### config.mk
export PLATFORM = sky130hd
export DESIGN_NAME = sto_delay_monitor
export DESIGN_NICKNAME = d
export VERILOG_FILES = /design/src/shared/sto_pkg.sv /design/src/logic/tick_divider.sv /design/src/logic/delay_timer.sv /design/src/logic/sto_delay_monitor.sv
export SDC_FILE = /design/constraint.sdc
export NUM_CORES = 1
export LEC_CHECK = 0
export ABC_AREA = 1
export ABC_CLOCK_PERIOD_IN_PS = 2110
export CORE_MARGIN = 4
export CORE_UTILIZATION = 64
export CTS_CLUSTER_DIAMETER = 80
export CTS_CLUSTER_SIZE = 12
export DETAILED_ROUTE_END_ITERATION = 10
export DONT_BUFFER_PORTS = 1
export PLACE_DENSITY = 0.86
export SYNTH_ARGS = -nofsm -noshare
export SYNTH_HDL_FRONTEND = slang
export SYNTH_HIERARCHICAL = 1
export SYNTH_SLANG_ARGS = --single-unit
export TNS_END_PERCENT = 50
### constraint.sdc
create_clock -name pclk -period 2.11 [get_ports pclk]
set_clock_uncertainty 0.1 [all_clocks]
set_input_delay 0.3165 -clock pclk [delete_from_list [all_inputs] [get_ports pclk]]
set_output_delay 0.3165 -clock pclk [all_outputs]
set_load 0.01 [all_outputs]
### src/shared/sto_pkg.sv
// constants and types for the two-axis torque-off delay monitor
package sto_pkg;
    localparam int AXES = 2;
    localparam int CLK_NS = 50;
    localparam int TICK_MS = 100;
    localparam int TICK_NS = TICK_MS * 1000000;
    localparam int TICK_CYCLES = TICK_NS / CLK_NS;
    localparam int D1_MS = 1400;
    localparam int D2_MS = 2800;
    localparam int D3_MS = 5600;
    localparam int D4_MS = 9800;
    localparam int D5_MS = 30800;
    localparam logic [8:0] DT0 = 9'h000;
    localparam logic [8:0] DT1 = 9'(D1_MS / TICK_MS);
    localparam logic [8:0] DT2 = 9'(D2_MS / TICK_MS);
    localparam logic [8:0] DT3 = 9'(D3_MS / TICK_MS);
    localparam logic [8:0] DT4 = 9'(D4_MS / TICK_MS);
    localparam logic [8:0] DT5 = 9'(D5_MS / TICK_MS);
    localparam logic [2:0] DISC_TICKS = 3'h2;
    localparam logic [2:0] FB_TICKS = 3'h3;
    localparam logic [11:0] CTRL_OFS = 12'h000;
    localparam logic [11:0] STAT_OFS = 12'h004;
    localparam logic [11:0] SEL_OFS = 12'h008;
    localparam logic [1:0] CTRL_RST = 2'h0;
    localparam int STAT_STO_POS = 0;
    localparam int STAT_FLT_POS = 2;
    localparam int STAT_MIS_POS = 4;
    localparam int STAT_INP_POS = 6;
    localparam int STAT_FB_POS = 8;
    localparam int STAT_MATCH_POS = 10;
    localparam int STAT_CAP_POS = 11;
    localparam int SEL_SEC_POS = 4;

    typedef enum logic [1:0] {
        ST_RUN  = 2'b00,
        ST_STOP = 2'b01,
        ST_STO  = 2'b10
    } axis_state_t;

    function automatic logic [8:0] delay_ticks(input logic axis_b, input logic [3:0] code);
        logic [8:0] da;
        logic [8:0] db;
        da = DT0;
        db = DT0;
        case (code)
            4'h0: begin da = DT0; db = DT0; end
            4'h1: begin da = DT0; db = DT1; end
            4'h2: begin da = DT0; db = DT2; end
            4'h3: begin da = DT0; db = DT4; end
            4'h4: begin da = DT0; db = DT5; end
            4'h5: begin da = DT1; db = DT2; end
            4'h6: begin da = DT1; db = DT4; end
            4'h7: begin da = DT1; db = DT5; end
            4'h8: begin da = DT2; db = DT2; end
            4'h9: begin da = DT2; db = DT4; end
            4'hA: begin da = DT2; db = DT5; end
            4'hB: begin da = DT3; db = DT4; end
            4'hC: begin da = DT3; db = DT5; end
            4'hD: begin da = DT4; db = DT4; end
            4'hE: begin da = DT4; db = DT5; end
            default: begin da = DT5; db = DT5; end
        endcase
        return axis_b ? db : da;
    endfunction
endpackage

### src/logic/tick_divider.sv
// time base: one-cycle enable every N clocks
`timescale 1ns/1ps
`default_nettype none
module tick_divider #(
    parameter int N = sto_pkg::TICK_CYCLES
) (
    input  wire logic pclk,
    input  wire logic presetn,
    output var  logic tick
);
    if (N < 2)
    begin : g_chk
        $error("tick divider needs N of at least 2");
    end

    logic [31:0] cnt_q;

    always_ff @(posedge pclk or negedge presetn)
    begin
        if (!presetn)
        begin
            cnt_q <= 32'h0;
            tick  <= 1'b0;
        end
        else if (cnt_q == 32'(N - 1))
        begin
            cnt_q <= 32'h0;
            tick  <= 1'b1;
        end
        else
        begin
            cnt_q <= cnt_q + 32'h1;
            tick  <= 1'b0;
        end
    end
endmodule // tick_divider
`default_nettype wire

### src/logic/delay_timer.sv
// per-axis stop delay counter in time-base ticks
`timescale 1ns/1ps
`default_nettype none
module delay_timer #(
    parameter int W = 9
) (
    input  wire logic         pclk,
    input  wire logic         presetn,
    input  wire logic         load,
    input  wire logic [W-1:0] ticks,
    input  wire logic         tick,
    output var  logic         expired
);
    if (W < 9)
    begin : g_chk
        $error("delay timer too narrow for longest delay");
    end

    logic [W-1:0] cnt_q;

    always_ff @(posedge pclk or negedge presetn)
    begin
        if (!presetn)
            cnt_q <= '0;
        else if (load)
            cnt_q <= ticks;
        else if (tick && cnt_q != '0)
            cnt_q <= cnt_q - W'(1);
    end

    assign expired = (cnt_q == '0);
endmodule // delay_timer
`default_nettype wire

### src/logic/sto_delay_monitor.sv
// two-axis safe torque-off delay monitor with apb status and control
//
// Implementation choices: the APB interface to the registers and the placing of the registers.
`timescale 1ns/1ps
`default_nettype none
// Overview of operation
// - separate indicator sets for axes A and B
// - restart indicator follows restart contact
// - shutdown indicators follow their switch contacts
// - torque-off indicator lit exactly in torque-off
// - safe-output indicators lit while outputs off
// - match indicator lit when selectors agree
// - fault indicator dark until fault found
// - fault indicator latches until power cycle
// - outputs drop after selected delay, or at once on a fault
// - selector disagreement raises a fault
// - selectors captured once at power-up
// - codes 0-4: A none, B 0..30.8s
// - codes 5-A: A 1.4s or 2.8s
// - codes B-F: A 5.6s, 9.8s, 30.8s
// - bad input wiring or order faults
// - bad amplifier feedback raises a fault
// - release only on restart close-to-open
// - second output always equals the first
module sto_delay_monitor #(
    parameter int TICK_CYCLES = sto_pkg::TICK_CYCLES
) (
    input  wire logic        pclk,
    input  wire logic        presetn,
    input  wire logic [11:0] paddr,
    input  wire logic        psel,
    input  wire logic        penable,
    input  wire logic        pwrite,
    input  wire logic [31:0] pwdata,
    output var  logic [31:0] prdata,
    output var  logic        pready,
    output var  logic        pslverr,
    input  wire logic [1:0]  restart_input,
    input  wire logic [1:0]  first_shutdown_input,
    input  wire logic [1:0]  second_shutdown_input,
    input  wire logic [1:0]  torque_off_feedback,
    input  wire logic [3:0]  first_delay_selector,
    input  wire logic [3:0]  second_delay_selector,
    output var  logic [1:0]  first_safe_output,
    output var  logic [1:0]  second_safe_output,
    output var  logic [1:0]  led_restart,
    output var  logic [1:0]  led_shutdown1,
    output var  logic [1:0]  led_shutdown2,
    output var  logic [1:0]  led_sto,
    output var  logic [1:0]  led_out1,
    output var  logic [1:0]  led_out2,
    output var  logic [1:0]  selector_match_indicator,
    output var  logic [1:0]  led_fault,
    output var  logic [1:0]  led_power
);
    if (TICK_CYCLES < 2)
    begin : g_chk
        $error("TICK_CYCLES must be at least 2");
    end

    logic                  tick;
    logic                  cap_q;
    logic [3:0]            sel1_q;
    logic [3:0]            sel2_q;
    logic                  match_q;
    logic [1:0]            ctrl_q;
    sto_pkg::axis_state_t  state_q [2];
    logic [1:0]            fault_q;
    logic [1:0]            mis_q;
    logic [1:0]            inp_q;
    logic [1:0]            fb_q;
    logic [1:0]            restart_prev_q;
    logic [1:0]            restart_fall;
    logic [1:0]            expired;
    logic [1:0]            load;
    logic [1:0]            sd_open;
    logic [1:0]            sto_now;

    tick_divider #(
        .N (TICK_CYCLES)
    ) u_tick (
        .pclk    (pclk),
        .presetn (presetn),
        .tick    (tick)
    );

    // selectors read once; later turns of the switch are ignored
    always_ff @(posedge pclk or negedge presetn)
    begin
        if (!presetn)
        begin
            cap_q   <= 1'b0;
            sel1_q  <= 4'h0;
            sel2_q  <= 4'h0;
            match_q <= 1'b0;
        end
        else if (!cap_q)
        begin
            cap_q   <= 1'b1;
            sel1_q  <= first_delay_selector;
            sel2_q  <= second_delay_selector;
            match_q <= (first_delay_selector == second_delay_selector);
        end
    end

    for (genvar g = 0; g < sto_pkg::AXES; g++)
    begin : g_axis
        logic [2:0] disc_q;
        logic [2:0] fbc_q;
        logic [8:0] dly;
        logic       req;
        logic       mis_d;
        logic       inp_d;
        logic       fb_d;

        assign dly = sto_pkg::delay_ticks(g == 1, sel1_q);
        assign restart_fall[g] = restart_prev_q[g] & ~restart_input[g];
        assign sd_open[g] = ~first_shutdown_input[g] | ~second_shutdown_input[g];
        assign sto_now[g] = (state_q[g] == sto_pkg::ST_STO);
        // any open contact or software request starts the stop
        assign req = sd_open[g] | ctrl_q[g];
        assign load[g] = (state_q[g] == sto_pkg::ST_RUN) && req;

        assign mis_d = cap_q & ~match_q;
        // restart released while shutdown contacts still open, or the two contacts disagree through DISC_TICKS ticks
        assign inp_d = (restart_fall[g] & sto_now[g] & sd_open[g])
                     | (tick && disc_q == sto_pkg::DISC_TICKS - 3'h1
                        && first_shutdown_input[g] != second_shutdown_input[g]);
        assign fb_d = tick && fbc_q == sto_pkg::FB_TICKS - 3'h1
                    && torque_off_feedback[g] != sto_now[g];

        delay_timer #(
            .W (9)
        ) u_dly (
            .pclk    (pclk),
            .presetn (presetn),
            .load    (load[g]),
            .ticks   (dly),
            .tick    (tick),
            .expired (expired[g])
        );

        // contacts may differ briefly while a two-channel switch moves
        always_ff @(posedge pclk or negedge presetn)
        begin
            if (!presetn)
                disc_q <= 3'h0;
            else if (first_shutdown_input[g] == second_shutdown_input[g])
                disc_q <= 3'h0;
            else if (tick && disc_q != sto_pkg::DISC_TICKS)
                disc_q <= disc_q + 3'h1;
        end

        // amplifier feedback lags our outputs; allow a few ticks
        always_ff @(posedge pclk or negedge presetn)
        begin
            if (!presetn)
                fbc_q <= 3'h0;
            else if (torque_off_feedback[g] == sto_now[g])
                fbc_q <= 3'h0;
            else if (tick && fbc_q != sto_pkg::FB_TICKS)
                fbc_q <= fbc_q + 3'h1;
        end

        // causes and fault latch; only reset clears them
        always_ff @(posedge pclk or negedge presetn)
        begin
            if (!presetn)
            begin
                mis_q[g]   <= 1'b0;
                inp_q[g]   <= 1'b0;
                fb_q[g]    <= 1'b0;
                fault_q[g] <= 1'b0;
            end
            else
            begin
                mis_q[g]   <= mis_q[g] | mis_d;
                inp_q[g]   <= inp_q[g] | inp_d;
                fb_q[g]    <= fb_q[g] | fb_d;
                fault_q[g] <= fault_q[g] | mis_d | inp_d | fb_d;
            end
        end

        always_ff @(posedge pclk or negedge presetn)
        begin
            if (!presetn)
                restart_prev_q[g] <= 1'b0;
            else
                restart_prev_q[g] <= restart_input[g];
        end

        // power-up lands in torque-off: driving needs a restart
        always_ff @(posedge pclk or negedge presetn)
        begin
            if (!presetn)
                state_q[g] <= sto_pkg::ST_STO;
            else if (fault_q[g])
                state_q[g] <= sto_pkg::ST_STO;
            else
            begin
                case (state_q[g])
                    sto_pkg::ST_RUN:
                        if (req && dly == sto_pkg::DT0)
                            state_q[g] <= sto_pkg::ST_STO;
                        else if (req)
                            state_q[g] <= sto_pkg::ST_STOP;
                    sto_pkg::ST_STOP:
                        if (expired[g])
                            state_q[g] <= sto_pkg::ST_STO;
                    sto_pkg::ST_STO:
                        if (restart_fall[g] && !sd_open[g] && !ctrl_q[g] && cap_q)
                            state_q[g] <= sto_pkg::ST_RUN;
                    default:
                        state_q[g] <= sto_pkg::ST_STO;
                endcase
            end
        end

        // contact closed means driving
        always_ff @(posedge pclk or negedge presetn)
        begin
            if (!presetn)
            begin
                first_safe_output[g]  <= 1'b0;
                second_safe_output[g] <= 1'b0;
            end
            else
            begin
                first_safe_output[g]  <= !sto_now[g];
                second_safe_output[g] <= !sto_now[g];
            end
        end

        always_ff @(posedge pclk or negedge presetn)
        begin
            if (!presetn)
            begin
                led_restart[g]              <= 1'b0;
                led_shutdown1[g]            <= 1'b0;
                led_shutdown2[g]            <= 1'b0;
                led_sto[g]                  <= 1'b0;
                led_out1[g]                 <= 1'b0;
                led_out2[g]                 <= 1'b0;
                selector_match_indicator[g] <= 1'b0;
                led_fault[g]                <= 1'b0;
                led_power[g]                <= 1'b0;
            end
            else
            begin
                led_restart[g]              <= restart_input[g];
                led_shutdown1[g]            <= first_shutdown_input[g];
                led_shutdown2[g]            <= second_shutdown_input[g];
                led_sto[g]                  <= sto_now[g];
                led_out1[g]                 <= sto_now[g];
                led_out2[g]                 <= sto_now[g];
                selector_match_indicator[g] <= cap_q & match_q;
                led_fault[g]                <= fault_q[g];
                led_power[g]                <= 1'b1;
            end
        end
    end

    // apb slave: one wait state, data and answer from flops
    logic        acc;
    logic        wr_now;
    logic [31:0] rdata;
    logic        hit;

    assign acc = psel & penable & ~pready;
    assign wr_now = psel & penable & pready & pwrite;

    always_comb
    begin
        rdata = 32'h0;
        hit = 1'b1;
        if (paddr == sto_pkg::CTRL_OFS)
            rdata[1:0] = ctrl_q;
        else if (paddr == sto_pkg::STAT_OFS)
        begin
            rdata[sto_pkg::STAT_STO_POS +: 2] = sto_now;
            rdata[sto_pkg::STAT_FLT_POS +: 2] = fault_q;
            rdata[sto_pkg::STAT_MIS_POS +: 2] = mis_q;
            rdata[sto_pkg::STAT_INP_POS +: 2] = inp_q;
            rdata[sto_pkg::STAT_FB_POS +: 2] = fb_q;
            rdata[sto_pkg::STAT_MATCH_POS] = match_q;
            rdata[sto_pkg::STAT_CAP_POS] = cap_q;
        end
        else if (paddr == sto_pkg::SEL_OFS)
        begin
            rdata[3:0] = sel1_q;
            rdata[sto_pkg::SEL_SEC_POS +: 4] = sel2_q;
        end
        else
            hit = 1'b0;
    end

    always_ff @(posedge pclk or negedge presetn)
    begin
        if (!presetn)
        begin
            pready  <= 1'b0;
            prdata  <= 32'h0;
            pslverr <= 1'b0;
        end
        else
        begin
            pready  <= acc;
            prdata  <= (acc && !pwrite) ? rdata : 32'h0;
            pslverr <= acc & ~hit;
        end
    end

    always_ff @(posedge pclk or negedge presetn)
    begin
        if (!presetn)
            ctrl_q <= sto_pkg::CTRL_RST;
        else if (wr_now && paddr == sto_pkg::CTRL_OFS)
            ctrl_q <= pwdata[1:0];
    end

    for (genvar a = 0; a < sto_pkg::AXES; a++)
    begin : g_chk_axis

    end
endmodule // sto_delay_monitor
`default_nettype wire

==> results of run 1 <==
==> registers in the layout, summed over array words and instances (netlist names), 4 cells and up <==
register            flops
sel1_q                  4
prdata                 12
g_axis.u_dly/cnt_q     18
g_axis.fbc_q            6
u_tick/cnt_q           32
g_axis.disc_q           6
sel2_q                  4
state_q                 4
==> worst paths after layout <==
| check | from | to | slack [ns] | cells past startpoint |
|---|---|---|---|---|
| max in group asynchronous | presetn | state_q[1]$_DFFE_PN1P_ | 2.29 | 0 |
| min reg2reg | sel2_q[3]$_DFFE_PN0N_ | sel2_q[3]$_DFFE_PN0N_ | 0.39 | 2 |
| max reg2reg | state_q[3]$_DFFE_PN1P_ | g_axis[0].u_dly/cnt_q[3]$_DFFE_PN0P_ | 0.12 | 8 |
| min in group pclk | psel | prdata[1]$_DFF_PN0_ | 0.05 | 4 |
| max | state_q[3]$_DFFE_PN1P_ | g_axis[0].u_dly/cnt_q[3]$_DFFE_PN0P_ | 0.12 | 8 |
| min | presetn | ctrl_q[1]$_DFFE_PN0P_ | -0.62 | 0 |
==> routing by layer <==
metal	routed length (microns)	vias to the layer above	track usage	share of wire
met5	0	-	0	0
met1	6400	2871	0.3196	0.37
met2	8666	321	0.4892	0.50
met3	1401	79	0.07446	0.082
met4	719	0	0.1590	0.042
li1	-	2891	-	-
==> cell usage after synthesis (all sizes together), types with 4 or more instances <==
| cell type | number |
|---|---|
| ha | 24 |
| xor2 | 17 |
| clkbuf | 5 |
| nor2 | 114 |
| nand3 | 74 |
| buf | 35 |
| nand4 | 15 |
| inv | 139 |
| xnor2 | 4 |
| nand2 | 276 |
| o21ai | 41 |
| nand3b | 5 |
| o21bai | 4 |
| dfrtp | 112 |
| nor3 | 11 |
| clkinv | 4 |
| a21oi | 19 |
==> critical path, cell delays in order (launching register included) <==
cell and delay, ns:
dfstp_2 0.39, nor2_1 0.21, a21boi_0 0.37, clkinv_1 0.31
buf_4 0.24, nand3_1 0.09, nand2_1 0.07, nand2_2 0.07
o21ai_2 0.05
==> power by group through the flow <==
stage / Combinational, W / Clock [W] / Sequential [W]
after floorplan: 0.000264 / 0 / 0.00228
after global placement: 0.000267 / 0 / 0.00229
after detailed placement: 0.000270 / 0 / 0.00229
after CTS: 0.000316 / 0.00319 / 0.00225
after global routing: 0.000366 / 0.00333 / 0.00225
final: 0.000325 / 0.00320 / 0.00225
==> through the flow <==
step | std cells | hold slack (ns) | setup slack [ns]
global placement | 1047 | -0.07672 | 0.2697
global route | 1105 | -0.6525 | 0.002994
detailed placement | 1047 | -0.07622 | 0.2240
floorplan | 941 | -0.07909 | 0.4327
finish | 1105 | -0.6206 | 0.1173
CTS | 1105 | -0.6319 | 0.1922
==> layout make-up <==
type	instances	area, sq um	share of cell area
multi-input combinational	644	3287	0.4190
clock inverter	14	224.0	0.02855
clock buffer	18	427.9	0.05455
timing repair buffer	36	335.3	0.04275
sequential	114	2855	0.3640
inverter	143	544.3	0.06939
tap	136	170.2	0.02169
==> kinds of logic after synthesis <==
logic type                 after synthesis  synth area share
buffers and inverters                  183            0.1225
AOI/OAI and AO/OA                       74           0.06351
other                                    2          0.001089
adders and majority gates               24           0.04355
DFF                                    114            0.4141
and+or+nand+nor                        500            0.3286
xor gates and xnor gates                21           0.02667
==> timing repair <==
item / in CTS / in global routing
resized for setup: 0 / 1
hold endpoints to repair: 145 / 114
setup endpoints to repair: 0 / 1
==> results.cfg, run 1 <==
[finish]
design_area_sq_um = 7844
drive_gt1_frac = 0.1187
layout_commonest_cell = nand2_1
nFillCells = 684
nets = 1045
final_cell_mix = 248 x nand2_1, 134 x inv_1, 112 x dfrtp_1
antenna_cells = 0
area_delta_synth_final_pct = 13.75
fin_util = 0.7530

[clocking]
clk_path_buf_depth = 2
clockRootBuffer = clkbuf_8
cts_made_buffers = 17
h-tree-depth = 4
clk_pin_slew_ns = 0.06
clk_latency_ns = 0.53
cts_hold_buf = 26
cts_setup_buffers = 0
clkSinkCount = 114
tritoncts = yes

[power]
combPwrFrac = 0.056
sw_frac_of_total = 0.2350
clkPwrFrac = 0.554
p_int_w = 0.004420
leakage_nw = 3.999
seq_power_share = 0.390
power_switching_w = 0.001358
peakVddDrop_uv = 525.8
power.total_w = 0.005778
power.density_nw_per_um2 = 736.6

[die]
core_sq_um = 10420
start_util = 0.6620
fp.dieH_microns = 111.8
die_w_microns = 111.8
die_area_sq_um = 12500
num_rows = 37
ios = 121

[synthesis]
ys.flop_type = dfrtp_1
synth_cells = 918
synthArstFlopShare = 1.000
synth-edff-count = 0
synth.area.top_cells = dfrtp_1 41%, nand2_1 14%, inv_1 7.3%
yosysWarnings = 6
yosysUniqueCellTypes = 42
syn-cell-area_sq_um = 6895
synth_top_cell_area_share = 0.4065
synth_area_per_cell_sq_um = 7.511
yosysSeqAreaShare = 0.4141
ys_ff_latch = 114
synth_area_leader_cell = dfrtp_1

[status]
violations = hold timing
outcome = finished, violations left

[timing]
whs_ns = -0.6206
clock.fmax_ghz = 0.5018
finalHoldViolCount = 114
finalSetupTns_ns = 0
slew_viol_final = 0
setup_viol = 0
rsz0062_at_grt = false
finalCriticalPeriod_ns = 1.993
fin_crit_sh = 0.9444

[drt]
wl_per_cell_microns = 15.55
drtIter0Drc = 652
dr.pass1.iters = 5
wirelength_mm = 17.19
drcViolationCount = 0
ant_nets = 0
viasPerCell = 5.576
vias = 6162

[global_routing]
grt_max_degree = 115
grt.overflow.total = 0
antenna_found_initial = 0
grt_pass1_vias = 6250
grtUsageTotal = 0.2842
grt_pass1_wl_mm = 28.77

[place]
dpl_cell_area_sq_um = 6927
gp_congestion = 0.9137
place.port_buffers = 0
dpl.hpwl_mm = 10.82

[setup_path]
required_ns = 2.42
cp-end-kind = register
arrival_ns = 2.30
crit_type = register to register
crit_fanout = 6
critPathLaunchType = register

[min_path]
hp-class = primary input to asynchronous set/reset pin

[job]
max_cap_violations = 0
Note: power is estimated with default switching activity, not from simulation.
==> run 2: changes to the inputs <==
CORE_ASPECT_RATIO = 1.2   (was unset)
CORE_UTILIZATION = 54   (was 64)
PLACE_DENSITY = 0.75   (was 0.86)
==> run 2 against run 1 <==
Compared with the run above:
- the run still ends with hold timing left
- global-route usage is 6.5 points lower
- final cell count is 1.2% higher
- critical path depth up 2
- final area is 2.1% lower
- sequential cell count unchanged
- worst setup slack better by 0.089 ns
- critical path type unchanged
==> results.cfg, run 2 (same netlist as run 1, synthesis figures left out) <==
[status]
outcome = finished, violations left
violations = hold timing

[finish]
instances_no_fill = 1118
antenna_cells = 0
area_delta_synth_final_pct = 11.41
design_area_sq_um = 7682
largest_registers = u_tick/cnt_q x32, g_axis.u_dly/cnt_q x18, prdata x12
nFillCells = 1075
largest_reg_flops = 32
nets = 1034
final_cell_mix = 248 x nand2_1, 134 x inv_1, 111 x dfrtp_1
drive_gt1_frac = 0.1170
top_register = u_tick/cnt_q
layout_commonest_cell = nand2_1
multiInputGateArea_sq_um = 3282
ff_latch_area_sq_um = 2856

[setup_path]
arrival_ns = 2.11
required_ns = 2.32
crit_path_cell_trace = inv_1 -> ha_1 -> inv_1 -> nand2_1 -> nand3_1 -> nand3_1 -> nor2_2 -> nand2_1 -> nand3_1 -> o21ai_0
cp_top_family = simple AND/OR/NAND/NOR gates
critPathLaunchType = register
crit_fanout = 7
crit_top_cell = nand3_1
regToRegEndpoint = state_q[0]$_DFFE_PN0P_
cp_num_buf_inv = 2
reg2reg_depth = 10
rrSetupSlack_ns = 0.21
crit_type = register to register
crit_slowest_cell = dfrtp_2
slowest_delay_ns = 0.45
timing.rr.start = sel1_q[0]$_DFFE_PN0N_
cp-end-kind = register

[clocking]
clk_path_buf_depth = 2
clk_pin_slew_ns = 0.06
clk_latency_ns = 0.42
clkSinkCount = 114
h-tree-depth = 4
cts_setup_buffers = 0
cts_hold_buf = 16
clockRootBuffer = clkbuf_16
tritoncts = yes
cts_made_buffers = 17

[die]
core_sq_um = 12280
die_area_sq_um = 14650
start_util = 0.5617
num_rows = 44
fp.dieH_microns = 131.8
ios = 121
die_w_microns = 111.2

[global_routing]
grt-busiest-layer = met2
grt.overflow.total = 0
use_met2 = 0.3856
met1_usage = 0.2547
grtUsageTotal = 0.2197
antenna_found_initial = 0
grt_pass1_wl_mm = 26.00
globalRouteMet3Util = 0.05693
grt_max_degree = 115
grt_pass1_vias = 5404

[place]
gp_congestion = 0.9147
dpl.hpwl_mm = 11.15
dpl_cell_area_sq_um = 6950
place.port_buffers = 0
placed_cells = 1071

[timing]
rsz0062_at_grt = false
finalCriticalPeriod_ns = 1.904
fin_crit_sh = 0.9024
worst_slew_pin_slew_ns = 0.5352
slew_viol_final = 0
clock.fmax_ghz = 0.5252
whs_ns = -0.5122
finalSetupTns_ns = 0
relSlewSlack = 0.6404
finalHoldViolCount = 114
setup_viol = 0

[power]
leakage_nw = 3.918
power.density_nw_per_um2 = 693.0
peakVddDrop_uv = 441.2

[drt]
drcViolationCount = 0
dr.pass1.iters = 5
wl_per_cell_microns = 13.77
ant_nets = 0
wirelength_mm = 15.40
vias = 5636
drtIter0Drc = 379
viasPerCell = 5.041

[min_path]
hp-class = primary input to asynchronous set/reset pin

[job]
max_cap_violations = 0
-- run 2: per-layer routing --
metal | share of wire | up-vias
met3 | 0.042 | 34
li1 | - | 2852
met5 | 0 | -
met1 | 0.41 | 2621
met2 | 0.52 | 129
met4 | 0.029 | 0
-- run 2: layout make-up --
type | count | share of cell area
inverter | 143 | 0.07085
tap | 161 | 0.02622
multi-input combinational | 644 | 0.4272
clock buffer | 21 | 0.05993
clock inverter | 10 | 0.01433
timing repair buffer | 25 | 0.02964
sequential | 114 | 0.3718
-- run 2: how the worst max path moves through the flow --
stage / slack, ns / cells after the start / end / start
global placement: 0.24 / 10 / state_q[0]$_DFFE_PN0P_ / sel1_q[0]$_DFFE_PN0N_
detailed placement: 0.17 / 10 / state_q[0]$_DFFE_PN0P_ / sel1_q[0]$_DFFE_PN0N_
global route: 0.02 / 10 / state_q[0]$_DFFE_PN0P_ / sel1_q[0]$_DFFE_PN0N_
floorplan: 0.43 / 10 / state_q[0]$_DFFE_PN0P_ / sel1_q[0]$_DFFE_PN0N_
CTS: 0.19 / 10 / state_q[0]$_DFFE_PN0P_ / sel1_q[0]$_DFFE_PN0N_
finish: 0.21 / 10 / state_q[0]$_DFFE_PN0P_ / sel1_q[0]$_DFFE_PN0N_
-- run 2: timing repair --
action                                  in CTS  in global routing
gates resized for setup                      0                  1
endpoints found under the setup margin       0                  2
endpoints found under the hold margin      130                114
-- run 2: power by group --
part	switching, W	leakage, nW	internal (W)
sequential	0.0000375	1.45	0.00222
combinational	0.000192	2.20	0.000107
clock	0.000990	0.271	0.00178
-- run 2: per-stage QoR --
stage	setup slack, ns	utilization	total power, W
detailed placement	0.1748	0.5661	0.002561
global placement	0.2414	0.5661	0.002556
global route	0.01662	0.6258	0.005522
floorplan	0.4327	-	0.002544
finish	0.2058	0.6258	0.005324
CTS	0.1875	0.6257	0.005358
==> run 3: changes to the inputs <==
ABC_CLOCK_PERIOD_IN_PS = 2400   (was 2110)
CORE_UTILIZATION = 47   (was 54)
PLACE_DENSITY = 0.68   (was 0.75)
clock period = 2.4 ns   (was 2.11 ns; I/O delays follow)
==> run 3 against run 2 <==
Compared with the run above:
- the run still ends with hold timing left
- clock-buffer cell count up 2
- routed wire length up 1.8%
- global-route usage fell by 2.6 points
- sequential share of layout area about the same
- utilization is 9.3 points lower
- sequential power down 12%
- final cell count rose by 0.45%
==> results.cfg, run 3 (same netlist as run 1, synthesis figures left out) <==
[global_routing]
grt_max_degree = 115
antenna_found_initial = 0
grt_pass1_wl_mm = 25.80
grt.overflow.total = 0
grt_pass1_vias = 5418
grtUsageTotal = 0.1940

[timing]
clock.fmax_ghz = 0.5069
finalCriticalPeriod_ns = 1.973
rsz0062_at_grt = false
setup_ws_ns = 0.4273
fin_crit_sh = 0.8220
setup_viol = 0
slew_viol_final = 0
finalSetupTns_ns = 0
whs_ns = -0.4545
finalHoldViolCount = 114

[finish]
largest_reg_flops = 32
top_register = u_tick/cnt_q
largest_registers = u_tick/cnt_q x32, g_axis.u_dly/cnt_q x18, prdata x12
final_cell_mix = 248 x nand2_1, 134 x inv_1, 112 x dfrtp_1
layout_commonest_cell = nand2_1
area_delta_synth_final_pct = 11.36
antenna_cells = 0
nets = 1028
fin_util = 0.5327
drive_gt1_frac = 0.1108

[status]
outcome = finished, violations left
violations = hold timing

[clocking]
clk_pin_slew_ns = 0.05
clk_latency_ns = 0.41
cts_made_buffers = 17
clockRootBuffer = clkbuf_16
cts.repair.resized = 0
h-tree-depth = 4
cts_setup_buffers = 0
cts_hold_buf = 12
tritoncts = yes
clkSinkCount = 114
clk_path_buf_depth = 2

[power]
leakage_nw = 3.914
power.total_w = 0.004877
peakVddDrop_uv = 535.8
power.density_nw_per_um2 = 635.2

[die]
start_util = 0.4784
fp.dieH_microns = 140.7
ios = 121
die_w_microns = 118.6
core_sq_um = 14410
die_area_sq_um = 16680
num_rows = 48

[setup_path]
crit_type = register to register
crit_path_cell_trace = inv_1 -> ha_1 -> inv_1 -> nand2_1 -> nand3_1 -> nand3_1 -> nor2_2 -> nand2_1 -> nand3_1 -> o21ai_0
cp-end-kind = register
crit_slowest_cell = dfrtp_1
critPathLaunchType = register
required_ns = 2.59
crit_fanout = 7
crit_top_cell = nand3_1
arrival_ns = 2.17
slowest_delay_ns = 0.47

[drt]
vias = 5535
dr.pass1.iters = 5
drcViolationCount = 0
wirelength_mm = 15.67
drtIter0Drc = 406
ant_nets = 0
wl_per_cell_microns = 13.95
viasPerCell = 4.929

[place]
place.port_buffers = 0
place_ws_ns = 0.4160
dpl.hpwl_mm = 11.69
gp_congestion = 0.8453

[min_path]
hp-class = primary input to asynchronous set/reset pin

[job]
max_cap_violations = 0
[run 3: cell types whose count changed in the layout (fill, tap and decap cells not counted), moves of 2 or more]
cell / before / now
clkinv_2: 4 / 0
buf_4: 9 / 7
dlygate4sd3_1: 16 / 12
clkinvlp_4: 4 / 1
bufinv_16: 2 / 4
[run 3: path summary, 6_finish.rpt]
kind,start,to,slack (ns),depth (start not counted)
worst max-delay path,sel1_q[0]$_DFFE_PN0N_,state_q[0]$_DFFE_PN0P_,0.43,10
worst min-delay path,presetn,g_axis[0].u_dly/cnt_q[2]$_DFFE_PN0P_,-0.45,0
worst max register to register,sel1_q[0]$_DFFE_PN0N_,state_q[0]$_DFFE_PN0P_,0.43,10
worst min register to register,fb_q[0]$_DFF_PN0_,fb_q[0]$_DFF_PN0_,0.35,2
max in group asynchronous,presetn,state_q[1]$_DFFE_PN1P_,2.39,0
min in group pclk,second_delay_selector[2],sel2_q[2]$_DFFE_PN0N_,0.02,2
[run 3: through the flow]
stage | std cells | cell area (sq um)
finish | 1123 | 7679
detailed placement | 1083 | 6953
global route | 1123 | 7679
floorplan | 941 | 6982
CTS | 1123 | 7679
global placement | 1083 | 6953
[run 3: where the power goes]
group | switching (W) | internal [W]
sequential | 0.0000384 | 0.00195
clock | 0.000839 | 0.00179
combinational | 0.000166 | 0.0000886
[run 3: critical path: cells and delay by family (launching register included)]
family | cells | cell delay (ns)
compound gates | 1 | 0.08
flops | 1 | 0.47
fa+ha+maj | 1 | 0.34
buf+inv | 2 | 0.32
simple gates | 6 | 0.54
[run 3: final cells by class]
class / instances / area (sq um)
Multi-Input combinational cell: 644 / 3282
Clock inverter: 5 / 127.6
Sequential cell: 114 / 2855
Tap cell: 175 / 219.0
Inverter: 143 / 544.3
Fill cell: 1364 / 6735
Clock buffer: 23 / 478.0
Timing Repair Buffer: 19 / 172.7
[run 3: layer usage]
layer	share of wire	global-route usage	vias to the layer above
met5	0	0	-
met4	0.021	0.07444	0
met3	0.054	0.04976	26
met2	0.48	0.3269	125
met1	0.45	0.2395	2553
li1	-	-	2831
